`config.mk`:
```
export PLATFORM = sky130hd
export DESIGN_NAME = gtc_top
export DESIGN_NICKNAME = d
export VERILOG_FILES = /design/src/common/gtc_pkg.sv /design/src/common/gtc_pre_if.sv /design/src/verilog/gtc_top.sv /design/src/verilog/gtc_sync.sv /design/src/verilog/gtc_prescale.sv
export SDC_FILE = /design/constraint.sdc
export NUM_CORES = 1
export LEC_CHECK = 0
export BUFFER_PORTS_ARGS = -buffer_cell sky130_fd_sc_hd__buf_2
export CORE_ASPECT_RATIO = 1.25
export CORE_UTILIZATION = 37
export CTS_BUF_LIST = sky130_fd_sc_hd__clkbuf_4 sky130_fd_sc_hd__clkbuf_8 sky130_fd_sc_hd__clkbuf_16
export DETAILED_ROUTE_END_ITERATION = 16
export GPL_TIMING_DRIVEN = 0
export HOLD_SLACK_MARGIN = 0.12
export MAX_ROUTING_LAYER = met4
export PLACE_DENSITY_LB_ADDON = 0.25
export SETUP_SLACK_MARGIN = 0.3
export SYNTH_ARGS = -nofsm -noshare
export SYNTH_HDL_FRONTEND = slang
export SYNTH_SLANG_ARGS = --single-unit
```
`constraint.sdc`:
```
create_clock -name core_clk -period 3.1 [get_ports core_clk]
set_clock_uncertainty 0.1 [all_clocks]
set_input_delay 0.93 -clock core_clk [delete_from_list [all_inputs] [get_ports core_clk]]
set_output_delay 0.93 -clock core_clk [all_outputs]
set_load 0.02 [all_outputs]
```
`src/common/gtc_pkg.sv`:
```
// Purpose: Shared constants of the gated 16-bit timer/counter
// Assumes: APB byte addresses, 32-bit data, registers in low bits
// Notes: Control byte layout matches the counter control register
package gtc_pkg;
    // Register byte offsets
    localparam logic [7:0] ADDR_CTRL = 8'h00;
    localparam logic [7:0] ADDR_COUNT_LOW = 8'h04;
    localparam logic [7:0] ADDR_COUNT_HIGH = 8'h08;
    localparam logic [7:0] ADDR_CAPCOMP_LOW = 8'h0C;
    localparam logic [7:0] ADDR_CAPCOMP_HIGH = 8'h10;
    localparam logic [7:0] ADDR_FLAG = 8'h14;
    localparam logic [7:0] ADDR_INT_EN = 8'h18;
    localparam logic [7:0] ADDR_MISC = 8'h1C;
    localparam logic [7:0] ADDR_PINS = 8'h20;
    // Control register fields
    localparam int CTRL_ON = 0;
    localparam int CTRL_CS = 1;
    localparam int CTRL_SYNC_DIS = 2;
    localparam int CTRL_OSC_EN = 3;
    localparam int CTRL_PS_LSB = 4;
    localparam int CTRL_GATE_EN = 6;
    localparam int CTRL_GATE_INV = 7;
    // Interrupt enable fields
    localparam int IEN_OVF = 0;
    localparam int IEN_PERIPH = 1;
    localparam int IEN_GLOBAL = 2;
    // Misc control fields
    localparam int MISC_ALT_CLK = 0;
    localparam int MISC_GATE_SRC = 1;
    localparam int MISC_COMP_SYNC = 2;
    localparam int MISC_CMP_MODE = 3;
    localparam int MISC_SEV_EN = 4;
    // Pin register fields
    localparam int PINS_DIR_LSB = 0;
    localparam int PINS_PORT_LSB = 2;
    // Reset values and counter maximum
    localparam logic [7:0] CTRL_RST = 8'h00;
    localparam logic [2:0] IEN_RST = 3'h0;
    localparam logic [4:0] MISC_RST = 5'h00;
    localparam logic [1:0] DIR_RST = 2'h3;
    localparam logic [15:0] COUNT_MAX = 16'hFFFF;
    // Instruction clock is the system clock divided by four
    localparam logic [1:0] PHASE_LAST = 2'h3;
endpackage

```
`src/common/gtc_pre_if.sv`:
```
// Purpose: Link between counter core and its prescaler
// Assumes: Same clock on both sides
// Notes: inc is combinational from the prescaler state
`timescale 1ns/1ps
interface gtc_pre_if;
    logic tick;
    logic clear;
    logic [1:0] sel;
    logic inc;
    modport ctl (output tick, output clear, output sel, input inc);
    modport pre (input tick, input clear, input sel, output inc);
endinterface

```
`src/verilog/gtc_top.sv`:
```
// Purpose: Gated 16-bit timer/counter with APB register access
// Assumes: core_clk 100 MHz; pins asynchronous; capture_event and sleep_mode on core_clk
// Notes: All pin inputs pass two flops; async counting keeps running in sleep
//
// Decided for this implementation: the address map and the APB interface to the registers.
`timescale 1ns/1ps
module gtc_top (
    // Clock, reset, enable
    input wire logic core_clk,
    input wire logic rst_n,
    input wire logic ce,
    // APB slave
    input wire logic psel,
    input wire logic penable,
    input wire logic pwrite,
    input wire logic [7:0] paddr,
    input wire logic [31:0] pwdata,
    output logic [31:0] prdata,
    output logic pready,
    output logic pslverr,
    // Pins and comparator
    input wire logic external_count_clock_pin,
    input wire logic gate_pin,
    input wire logic comparator_output,
    input wire logic osc_pin_a_port_bit,
    input wire logic osc_pin_b_port_bit,
    // System status
    input wire logic sleep_mode,
    input wire logic osc_mode_ok,
    input wire logic capture_event,
    // Outputs to core and pins
    output logic core_int_req,
    output logic wake_req,
    output logic compare_event,
    output logic count_tick,
    output logic osc_enable,
    output logic osc_pin_a_direction,
    output logic osc_pin_b_direction
);
    typedef struct packed {
        logic [15:0] count;
        logic [15:0] capcomp;
        logic [7:0] ctrl;
        logic [2:0] ien;
        logic [4:0] misc;
        logic [1:0] dir;
        logic overflow_flag;
        logic [1:0] phase;
        logic armed;
        logic pin_prev;
        logic pin_at_off;
        logic comp_held;
        logic [31:0] prdata;
        logic pready;
        logic pslverr;
        logic int_req;
        logic wake;
        logic cmp_evt;
        logic tick;
        logic osc_en;
        logic [1:0] dir_out;
    } gtc_state_t;

    gtc_state_t st_reg;
    gtc_state_t st_next;
    logic [4:0] pins_s;
    logic ext_s;
    logic gate_s;
    logic comp_s;
    logic [1:0] port_s;
    logic access;
    logic wr;
    logic wr_low;
    logic wr_high;
    logic cnt_wr;
    logic counter_on;
    logic clock_source_select;
    logic sync_disable;
    logic alternate_clock_select;
    logic gate_enable;
    logic gate_invert;
    logic ext_rise;
    logic ext_fall;
    logic src_tick;
    logic gate_src;
    logic gate_act;
    logic run;
    logic inc;
    logic cmp_mode;
    logic sev_match;
    logic sev_clr;
    logic ovf_set;
    logic osc_run;
    logic [1:0] dir_rd;
    logic [1:0] port_rd;
    logic [31:0] rd_data;
    logic rd_err;

    gtc_pre_if pre_link ();

    gtc_sync #(.W(5)) u_sync (
        .core_clk(core_clk),
        .rst_n(rst_n),
        .ce(ce),
        .d({osc_pin_b_port_bit, osc_pin_a_port_bit, comparator_output, gate_pin,
            external_count_clock_pin}),
        .q(pins_s)
    );

    gtc_prescale u_pre (
        .core_clk(core_clk),
        .rst_n(rst_n),
        .ce(ce),
        .pl(pre_link.pre)
    );

    assign ext_s = pins_s[0];
    assign gate_s = pins_s[1];
    assign comp_s = pins_s[2];
    assign port_s = pins_s[4:3];

    always_comb
    begin
        counter_on = st_reg.ctrl[gtc_pkg::CTRL_ON];
        clock_source_select = st_reg.ctrl[gtc_pkg::CTRL_CS];
        sync_disable = st_reg.ctrl[gtc_pkg::CTRL_SYNC_DIS];
        gate_enable = st_reg.ctrl[gtc_pkg::CTRL_GATE_EN];
        gate_invert = st_reg.ctrl[gtc_pkg::CTRL_GATE_INV];
        alternate_clock_select = st_reg.misc[gtc_pkg::MISC_ALT_CLK];
        cmp_mode = st_reg.misc[gtc_pkg::MISC_CMP_MODE];
        // APB strobes, write taken on the completing edge
        access = psel && penable && !st_reg.pready;
        wr = ce && psel && penable && st_reg.pready && pwrite;
        wr_low = wr && paddr == gtc_pkg::ADDR_COUNT_LOW;
        wr_high = wr && paddr == gtc_pkg::ADDR_COUNT_HIGH;
        cnt_wr = wr_low || wr_high;
        // Edge detection on the synchronised pin
        ext_rise = ext_s && !st_reg.pin_prev;
        ext_fall = !ext_s && st_reg.pin_prev;
        // Count clock selection
        if (clock_source_select)
            src_tick = ext_rise && st_reg.armed;
        else if (alternate_clock_select)
            src_tick = 1'b1;
        else
            src_tick = st_reg.phase == gtc_pkg::PHASE_LAST;
        // Gate source with optional comparator sync and polarity
        gate_src = st_reg.misc[gtc_pkg::MISC_GATE_SRC] ?
            (st_reg.misc[gtc_pkg::MISC_COMP_SYNC] ? st_reg.comp_held : comp_s) : gate_s;
        gate_act = gate_invert ? gate_src : !gate_src;
        // In sleep only unsynchronised external counting runs
        run = counter_on && (!gate_enable || gate_act)
            && (!sleep_mode || (clock_source_select && sync_disable));
        pre_link.tick = ce && run && src_tick;
        pre_link.clear = cnt_wr;
        pre_link.sel = st_reg.ctrl[gtc_pkg::CTRL_PS_LSB +: 2];
        inc = pre_link.inc;
        sev_match = inc && cmp_mode && st_reg.count == st_reg.capcomp;
        sev_clr = sev_match && st_reg.misc[gtc_pkg::MISC_SEV_EN];
        ovf_set = inc && !sev_clr && !cnt_wr && st_reg.count == gtc_pkg::COUNT_MAX;
        osc_run = st_reg.ctrl[gtc_pkg::CTRL_OSC_EN] && osc_mode_ok;
        dir_rd = osc_run ? 2'h3 : st_reg.dir;
        port_rd = osc_run ? 2'h0 : port_s;
        // Read mux, unmapped addresses answer with an error
        rd_data = 32'h0;
        rd_err = 1'b0;
        unique case (paddr)
            gtc_pkg::ADDR_CTRL: rd_data[7:0] = st_reg.ctrl;
            gtc_pkg::ADDR_COUNT_LOW: rd_data[7:0] = st_reg.count[7:0];
            gtc_pkg::ADDR_COUNT_HIGH: rd_data[7:0] = st_reg.count[15:8];
            gtc_pkg::ADDR_CAPCOMP_LOW: rd_data[7:0] = st_reg.capcomp[7:0];
            gtc_pkg::ADDR_CAPCOMP_HIGH: rd_data[7:0] = st_reg.capcomp[15:8];
            gtc_pkg::ADDR_FLAG: rd_data[0] = st_reg.overflow_flag;
            gtc_pkg::ADDR_INT_EN: rd_data[2:0] = st_reg.ien;
            gtc_pkg::ADDR_MISC: rd_data[4:0] = st_reg.misc;
            gtc_pkg::ADDR_PINS: rd_data[3:0] = {port_rd, dir_rd};
            default: rd_err = 1'b1;
        endcase
    end

    always_comb
    begin
        st_next = st_reg;
        if (ce)
        begin
            st_next.pready = access;
            st_next.pslverr = access && rd_err;
            st_next.prdata = (access && !pwrite && !rd_err) ? rd_data : 32'h0;
            st_next.phase = st_reg.phase + 2'h1;
            st_next.pin_prev = ext_s;
            // Falling edge arms counting; write or low re-enable after high disable disarms
            if (cnt_wr)
                st_next.armed = 1'b0;
            else if (ext_fall)
                st_next.armed = 1'b1;
            else if (counter_on && !st_reg.osc_en && 1'b0)
                st_next.armed = st_reg.armed;
            if (wr && paddr == gtc_pkg::ADDR_CTRL)
            begin
                st_next.ctrl = pwdata[7:0];
                if (counter_on && !pwdata[gtc_pkg::CTRL_ON])
                    st_next.pin_at_off = ext_s;
                if (!counter_on && pwdata[gtc_pkg::CTRL_ON] && st_reg.pin_at_off && !ext_s
                    && !ext_fall)
                    st_next.armed = 1'b0;
            end
            if (wr && paddr == gtc_pkg::ADDR_INT_EN)
                st_next.ien = pwdata[2:0];
            if (wr && paddr == gtc_pkg::ADDR_MISC)
                st_next.misc = pwdata[4:0];
            if (wr && paddr == gtc_pkg::ADDR_PINS)
                st_next.dir = pwdata[gtc_pkg::PINS_DIR_LSB +: 2];
            // Counter: write beats special event clear beats increment
            if (wr_low)
                st_next.count[7:0] = pwdata[7:0];
            else if (wr_high)
                st_next.count[15:8] = pwdata[7:0];
            else if (sev_clr)
                st_next.count = 16'h0000;
            else if (inc)
                st_next.count = st_reg.count + 16'h0001;
            // Capture copies the counter; hardware capture beats a software write
            if (!cmp_mode && capture_event)
                st_next.capcomp = st_reg.count;
            else if (wr && paddr == gtc_pkg::ADDR_CAPCOMP_LOW)
                st_next.capcomp[7:0] = pwdata[7:0];
            else if (wr && paddr == gtc_pkg::ADDR_CAPCOMP_HIGH)
                st_next.capcomp[15:8] = pwdata[7:0];
            // Overflow flag: set wins over the software clear
            if (ovf_set)
                st_next.overflow_flag = 1'b1;
            else if (wr && paddr == gtc_pkg::ADDR_FLAG)
                st_next.overflow_flag = pwdata[0];
            if (inc && st_reg.misc[gtc_pkg::MISC_COMP_SYNC])
                st_next.comp_held = comp_s;
            st_next.tick = inc;
            st_next.cmp_evt = sev_match;
            st_next.int_req = st_reg.overflow_flag && (&st_reg.ien);
            st_next.wake = sleep_mode && counter_on && st_reg.overflow_flag
                && st_reg.ien[gtc_pkg::IEN_OVF] && st_reg.ien[gtc_pkg::IEN_PERIPH];
            st_next.osc_en = osc_run;
            st_next.dir_out = dir_rd;
        end
    end

    always_ff @(posedge core_clk)
    begin
        if (!rst_n)
        begin
            st_reg <= '0;
            st_reg.ctrl <= gtc_pkg::CTRL_RST;
            st_reg.ien <= gtc_pkg::IEN_RST;
            st_reg.misc <= gtc_pkg::MISC_RST;
            st_reg.dir <= gtc_pkg::DIR_RST;
            st_reg.dir_out <= gtc_pkg::DIR_RST;
        end
        else
            st_reg <= st_next;
    end

    assign prdata = st_reg.prdata;
    assign pready = st_reg.pready;
    assign pslverr = st_reg.pslverr;
    assign core_int_req = st_reg.int_req;
    assign wake_req = st_reg.wake;
    assign compare_event = st_reg.cmp_evt;
    assign count_tick = st_reg.tick;
    assign osc_enable = st_reg.osc_en;
    assign osc_pin_a_direction = st_reg.dir_out[0];
    assign osc_pin_b_direction = st_reg.dir_out[1];
endmodule // gtc_top

```
`src/verilog/gtc_sync.sv`:
```
// Purpose: Two-stage synchroniser for asynchronous pins
// Assumes: One flop pair per bit
// Notes: First stage feeds only the second stage
`timescale 1ns/1ps
module gtc_sync #(
    parameter int W = 5
) (
    // Clock and reset
    input wire logic core_clk,
    input wire logic rst_n,
    input wire logic ce,
    // Data
    input wire logic [W-1:0] d,
    output logic [W-1:0] q
);
    typedef struct packed {
        logic [W-1:0] s1;
        logic [W-1:0] s2;
    } gtc_sync_t;
    gtc_sync_t st_reg;
    gtc_sync_t st_next;
    always_comb
    begin
        st_next = st_reg;
        if (ce)
        begin
            st_next.s1 = d;
            st_next.s2 = st_reg.s1;
        end
    end
    always_ff @(posedge core_clk)
    begin
        if (!rst_n)
            st_reg <= '0;
        else
            st_reg <= st_next;
    end
    assign q = st_reg.s2;
endmodule // gtc_sync

```
`src/verilog/gtc_prescale.sv`:
```
// Purpose: 1/2/4/8 prescaler of the count clock
// Assumes: One tick per selected count clock event
// Notes: Not visible to software; cleared by counter writes
`timescale 1ns/1ps
module gtc_prescale (
    // Clock and reset
    input wire logic core_clk,
    input wire logic rst_n,
    input wire logic ce,
    // Core link
    gtc_pre_if.pre pl
);
    typedef struct packed {
        logic [2:0] cnt;
    } gtc_pre_t;
    gtc_pre_t st_reg;
    gtc_pre_t st_next;
    logic [2:0] mask;
    always_comb
    begin
        mask = 3'((4'h1 << pl.sel) - 4'h1);
        pl.inc = pl.tick && ((st_reg.cnt & mask) == mask);
        st_next = st_reg;
        if (ce)
        begin
            if (pl.clear)
                st_next.cnt = 3'h0;
            else if (pl.inc)
                st_next.cnt = 3'h0;
            else if (pl.tick)
                st_next.cnt = st_reg.cnt + 3'h1;
        end
    end
    always_ff @(posedge core_clk)
    begin
        if (!rst_n)
            st_reg <= '0;
        else
            st_reg <= st_next;
    end
endmodule // gtc_prescale

```
==> impl_metrics.csv <==
group,metric,value,unit
run_status,status,"finished clean",
grt,antenna_found_initial,0,
synthesis,ys_async_sr_fraction,0,
finish,n_antenna_cell,0,
route,vias,5169,
synthesis,ys_types,74,
grt,grt_overflow,0,
synthesis,synth_fa_ha_area_frac,0.00723,
power_and_ir_drop,p_seq_frac,0.468,
sta,setup_viol,0,
clocking,clkSinkCount,87,
route,first_pass_iters,5,
sta,slew_viol_final,0,
floorplan,dieArea,14500,sq um
route,vias_per_cell,5.78,
power_and_ir_drop,switching_share,0.274,
synthesis,synth_edf_count,0,
sta,worst_pin_slew,788,ps
floorplan,die_h,134,um
clocking,cts_tree,"built",
power_and_ir_drop,p_switching,0.000683,W
critical_path,cp_max_fo,10,
power_and_ir_drop,powerDensity,407,nW/um^2
synthesis,synth_top_cell_by_area,"dfxtp_1",
synthesis,synth-compound-area-share,0.191,
critical_path,start_kind,"register",
power_and_ir_drop,intPower,0.00181,W
grt,grt_pass1_wl,27.6,mm
finish,fin_cells,895,
floorplan,fp.dieW,108,um
sta,layout_setup_ws,262,ps
power_and_ir_drop,combPwrFrac,0.118,
synthesis,yosys-top-cells-area,"dfxtp_1 (34%), mux2i_1 (8.1%), nor2_1 (5.9%)",
finish,fillers,1398,
route,route.met3.wl,1.23,mm
grt,grt_max_degree,15,
grt,grt_use_total,0.264,
sta,whs,364,ps
route,wl,18.3,mm
route,routedWlPerCell,20.4,um
placement,place_hpwl,13.6,mm
synthesis,yosys.area_share.simple,0.239,
power_and_ir_drop,pwr-share-clk,0.413,
route,drcViolationCount,0,
hold_path,hold_path.class,"register to register",
synthesis,syn_inst,634,
sta,max_slew_margin,0.475,
synthesis,netlist_area,5190,sq um
route,drt-met1-wl,7.58,mm
synthesis,synth_top_family_by_area,"simple AND/OR/NAND/NOR gates",
sta,fin_crit_sh,0.915,
critical_path,arrival,2960,ps
clocking,htree_levels,3,
critical_path,worst_ep_required_time,3230,ps
route,final_antenna_net_count,0,
sta,grt_setup_unrepaired,"yes",
power_and_ir_drop,irDropWorstVdd,0.315,mV
synthesis,synth_seq_cells,87,
critical_path,reg2reg_slack,260,ps
critical_path,end_kind,"register",
floorplan,rows,48,
route,top_layer,"met4",
flow_run,maxCapViolations,0,
finish,nets,773,
synthesis,synth_warnings,0,
floorplan,core_area,13800,sq um
finish,drive_gt1_frac,0.196,
synthesis,postSynthAreaPerCell,8.19,sq um
finish,final_cell_mix,"dfxtp_1 (87), nor2_1 (79), buf_2 (52)",
synthesis,ys.flop_type,"dfxtp_1",
floorplan,pin_count,95,
clocking,clk_pin_slew,60,ps
floorplan,initial_utilization,0.377,
critical_path,crit_type,"register to register",
finish,layout_commonest_cell,"dfxtp_1",
grt,grt_pass1_vias,4771,
synthesis,synth-xor-area-share,0.0287,
placement,gp_congestion,0.937,
route,first_iter_violations,445,
sta,fmax,0.352,GHz
finish,area_delta_synth_final,17.9,%
placement,place_inst,872,
clocking,clk_latency,340,ps
power_and_ir_drop,p_total,0.00249,W
synthesis,ys_seq_area_frac,0.336,
sta,period_needed,2840,ps
synthesis,synth_top_area_share,0.336,
placement,dp_slack,-187,ps
synthesis,synthMuxAreaShare,0.101,
power_and_ir_drop,power_leakage,2.26,nW
route,wl_met2,8.52,mm
clocking,cts_buffers,9,
clocking,cts-root-buf,"clkbuf_16",
finish,largest_reg_flops,49,
clocking,clockBufferDepth,2,
placement,port_buffers,40,
sta,hold_viol_final,0,
## layout make-up
cell class / instances / area (sq um) / share of cell area
plain buffers: 78 / 460 / 0.0752
clock buffers: 10 / 239 / 0.0390
clock inverters: 5 / 33.8 / 0.00552
inverters: 12 / 45.0 / 0.00736
multi-input cells: 480 / 3110 / 0.508
flip-flops and latches: 87 / 1740 / 0.285
well taps: 175 / 219 / 0.0358
repair buffers: 48 / 273 / 0.0446
## power by group through the flow
stage               registers (W)  clock network (W)  logic (W)
finish                    0.00117            0.00103   0.000295
global route              0.00117            0.00108   0.000320
CTS                       0.00117            0.00104   0.000285
detailed placement        0.00119                  0   0.000283
global placement          0.00119                  0   0.000282
floorplan                 0.00118                  0   0.000197
## critical path: stages (launching register included)
cell	delay, ps
dfxtp_1	340
buf_1	430
xnor2_1	180
nand3_1	110
nor4_2	450
nand3_2	310
clkbuf_1	340
a221oi_1	380
nor2_1	80
## synthesized netlist by cell type, types with 4 or more instances
cell type,instances
a22oi_1,8
nor4_1,7
nor2_1,81
clkbuf_1,23
a21oi_1,46
a211oi_1,18
xnor2_1,16
a31oi_1,5
nand4_1,14
and2_1,5
dfxtp_1,87
mux2i_1,42
and4_1,4
o41ai_1,4
nor2b_1,16
and3_1,5
nor3_1,10
buf_1,6
buf_2,12
o21ai_0,19
nand2b_1,4
buf_4,33
inv_1,11
nand2_1,42
nand3_1,27
o21ai_1,4
## cells by family after synthesis
logic type               count (synthesis)
other                                    1
buffers and inverters                   90
adder cells (fa/ha/maj)                  3
flip-flops                              87
XOR/XNOR                                17
AND/OR/NAND/NOR                        239
multiplexers                            48
AO/OA/AOI/OAI                          149
## final timing paths
kind / startpoint / to / depth (start not counted)
max: st_reg[83]$_SDFFE_PN0P_ / st_reg[89]$_SDFFE_PN0P_ / 8
min: count_tick$_SDFFE_PN0P_ / count_tick$_SDFFE_PN0P_ / 2
max reg2reg: st_reg[83]$_SDFFE_PN0P_ / st_reg[89]$_SDFFE_PN0P_ / 8
min reg2reg: count_tick$_SDFFE_PN0P_ / count_tick$_SDFFE_PN0P_ / 2
## what timing repair did
| item | in CTS | in global routing |
|---|---|---|
| hold buffers | 0 | 0 |
| setup endpoints to repair | 16 | 20 |
| cloned | 0 | 0 |
| pin swaps | 1 | 3 |
| buffers inserted | 1 | 7 |
| gates resized for setup | 5 | 12 |
## metal layers
metal	global-route usage	vias up
met4	0.146	0
met1	0.333	2421
met2	0.406	265
met5	-	-
met3	0.0345	69
li1	-	2414
## metrics by stage
| stage | TNS (ps) | utilization | instance area [sq um] |
|---|---|---|---|
| after floorplan | 0 | - | 5280 |
| after global placement | -1680 | 0.414 | 5700 |
| after detailed placement | -1670 | 0.414 | 5700 |
| after CTS | 0 | 0.436 | 6000 |
| after global routing | 0 | 0.445 | 6120 |
| final | 0 | 0.445 | 6120 |
No activity file was read; power rests on OpenSTA's default activity.
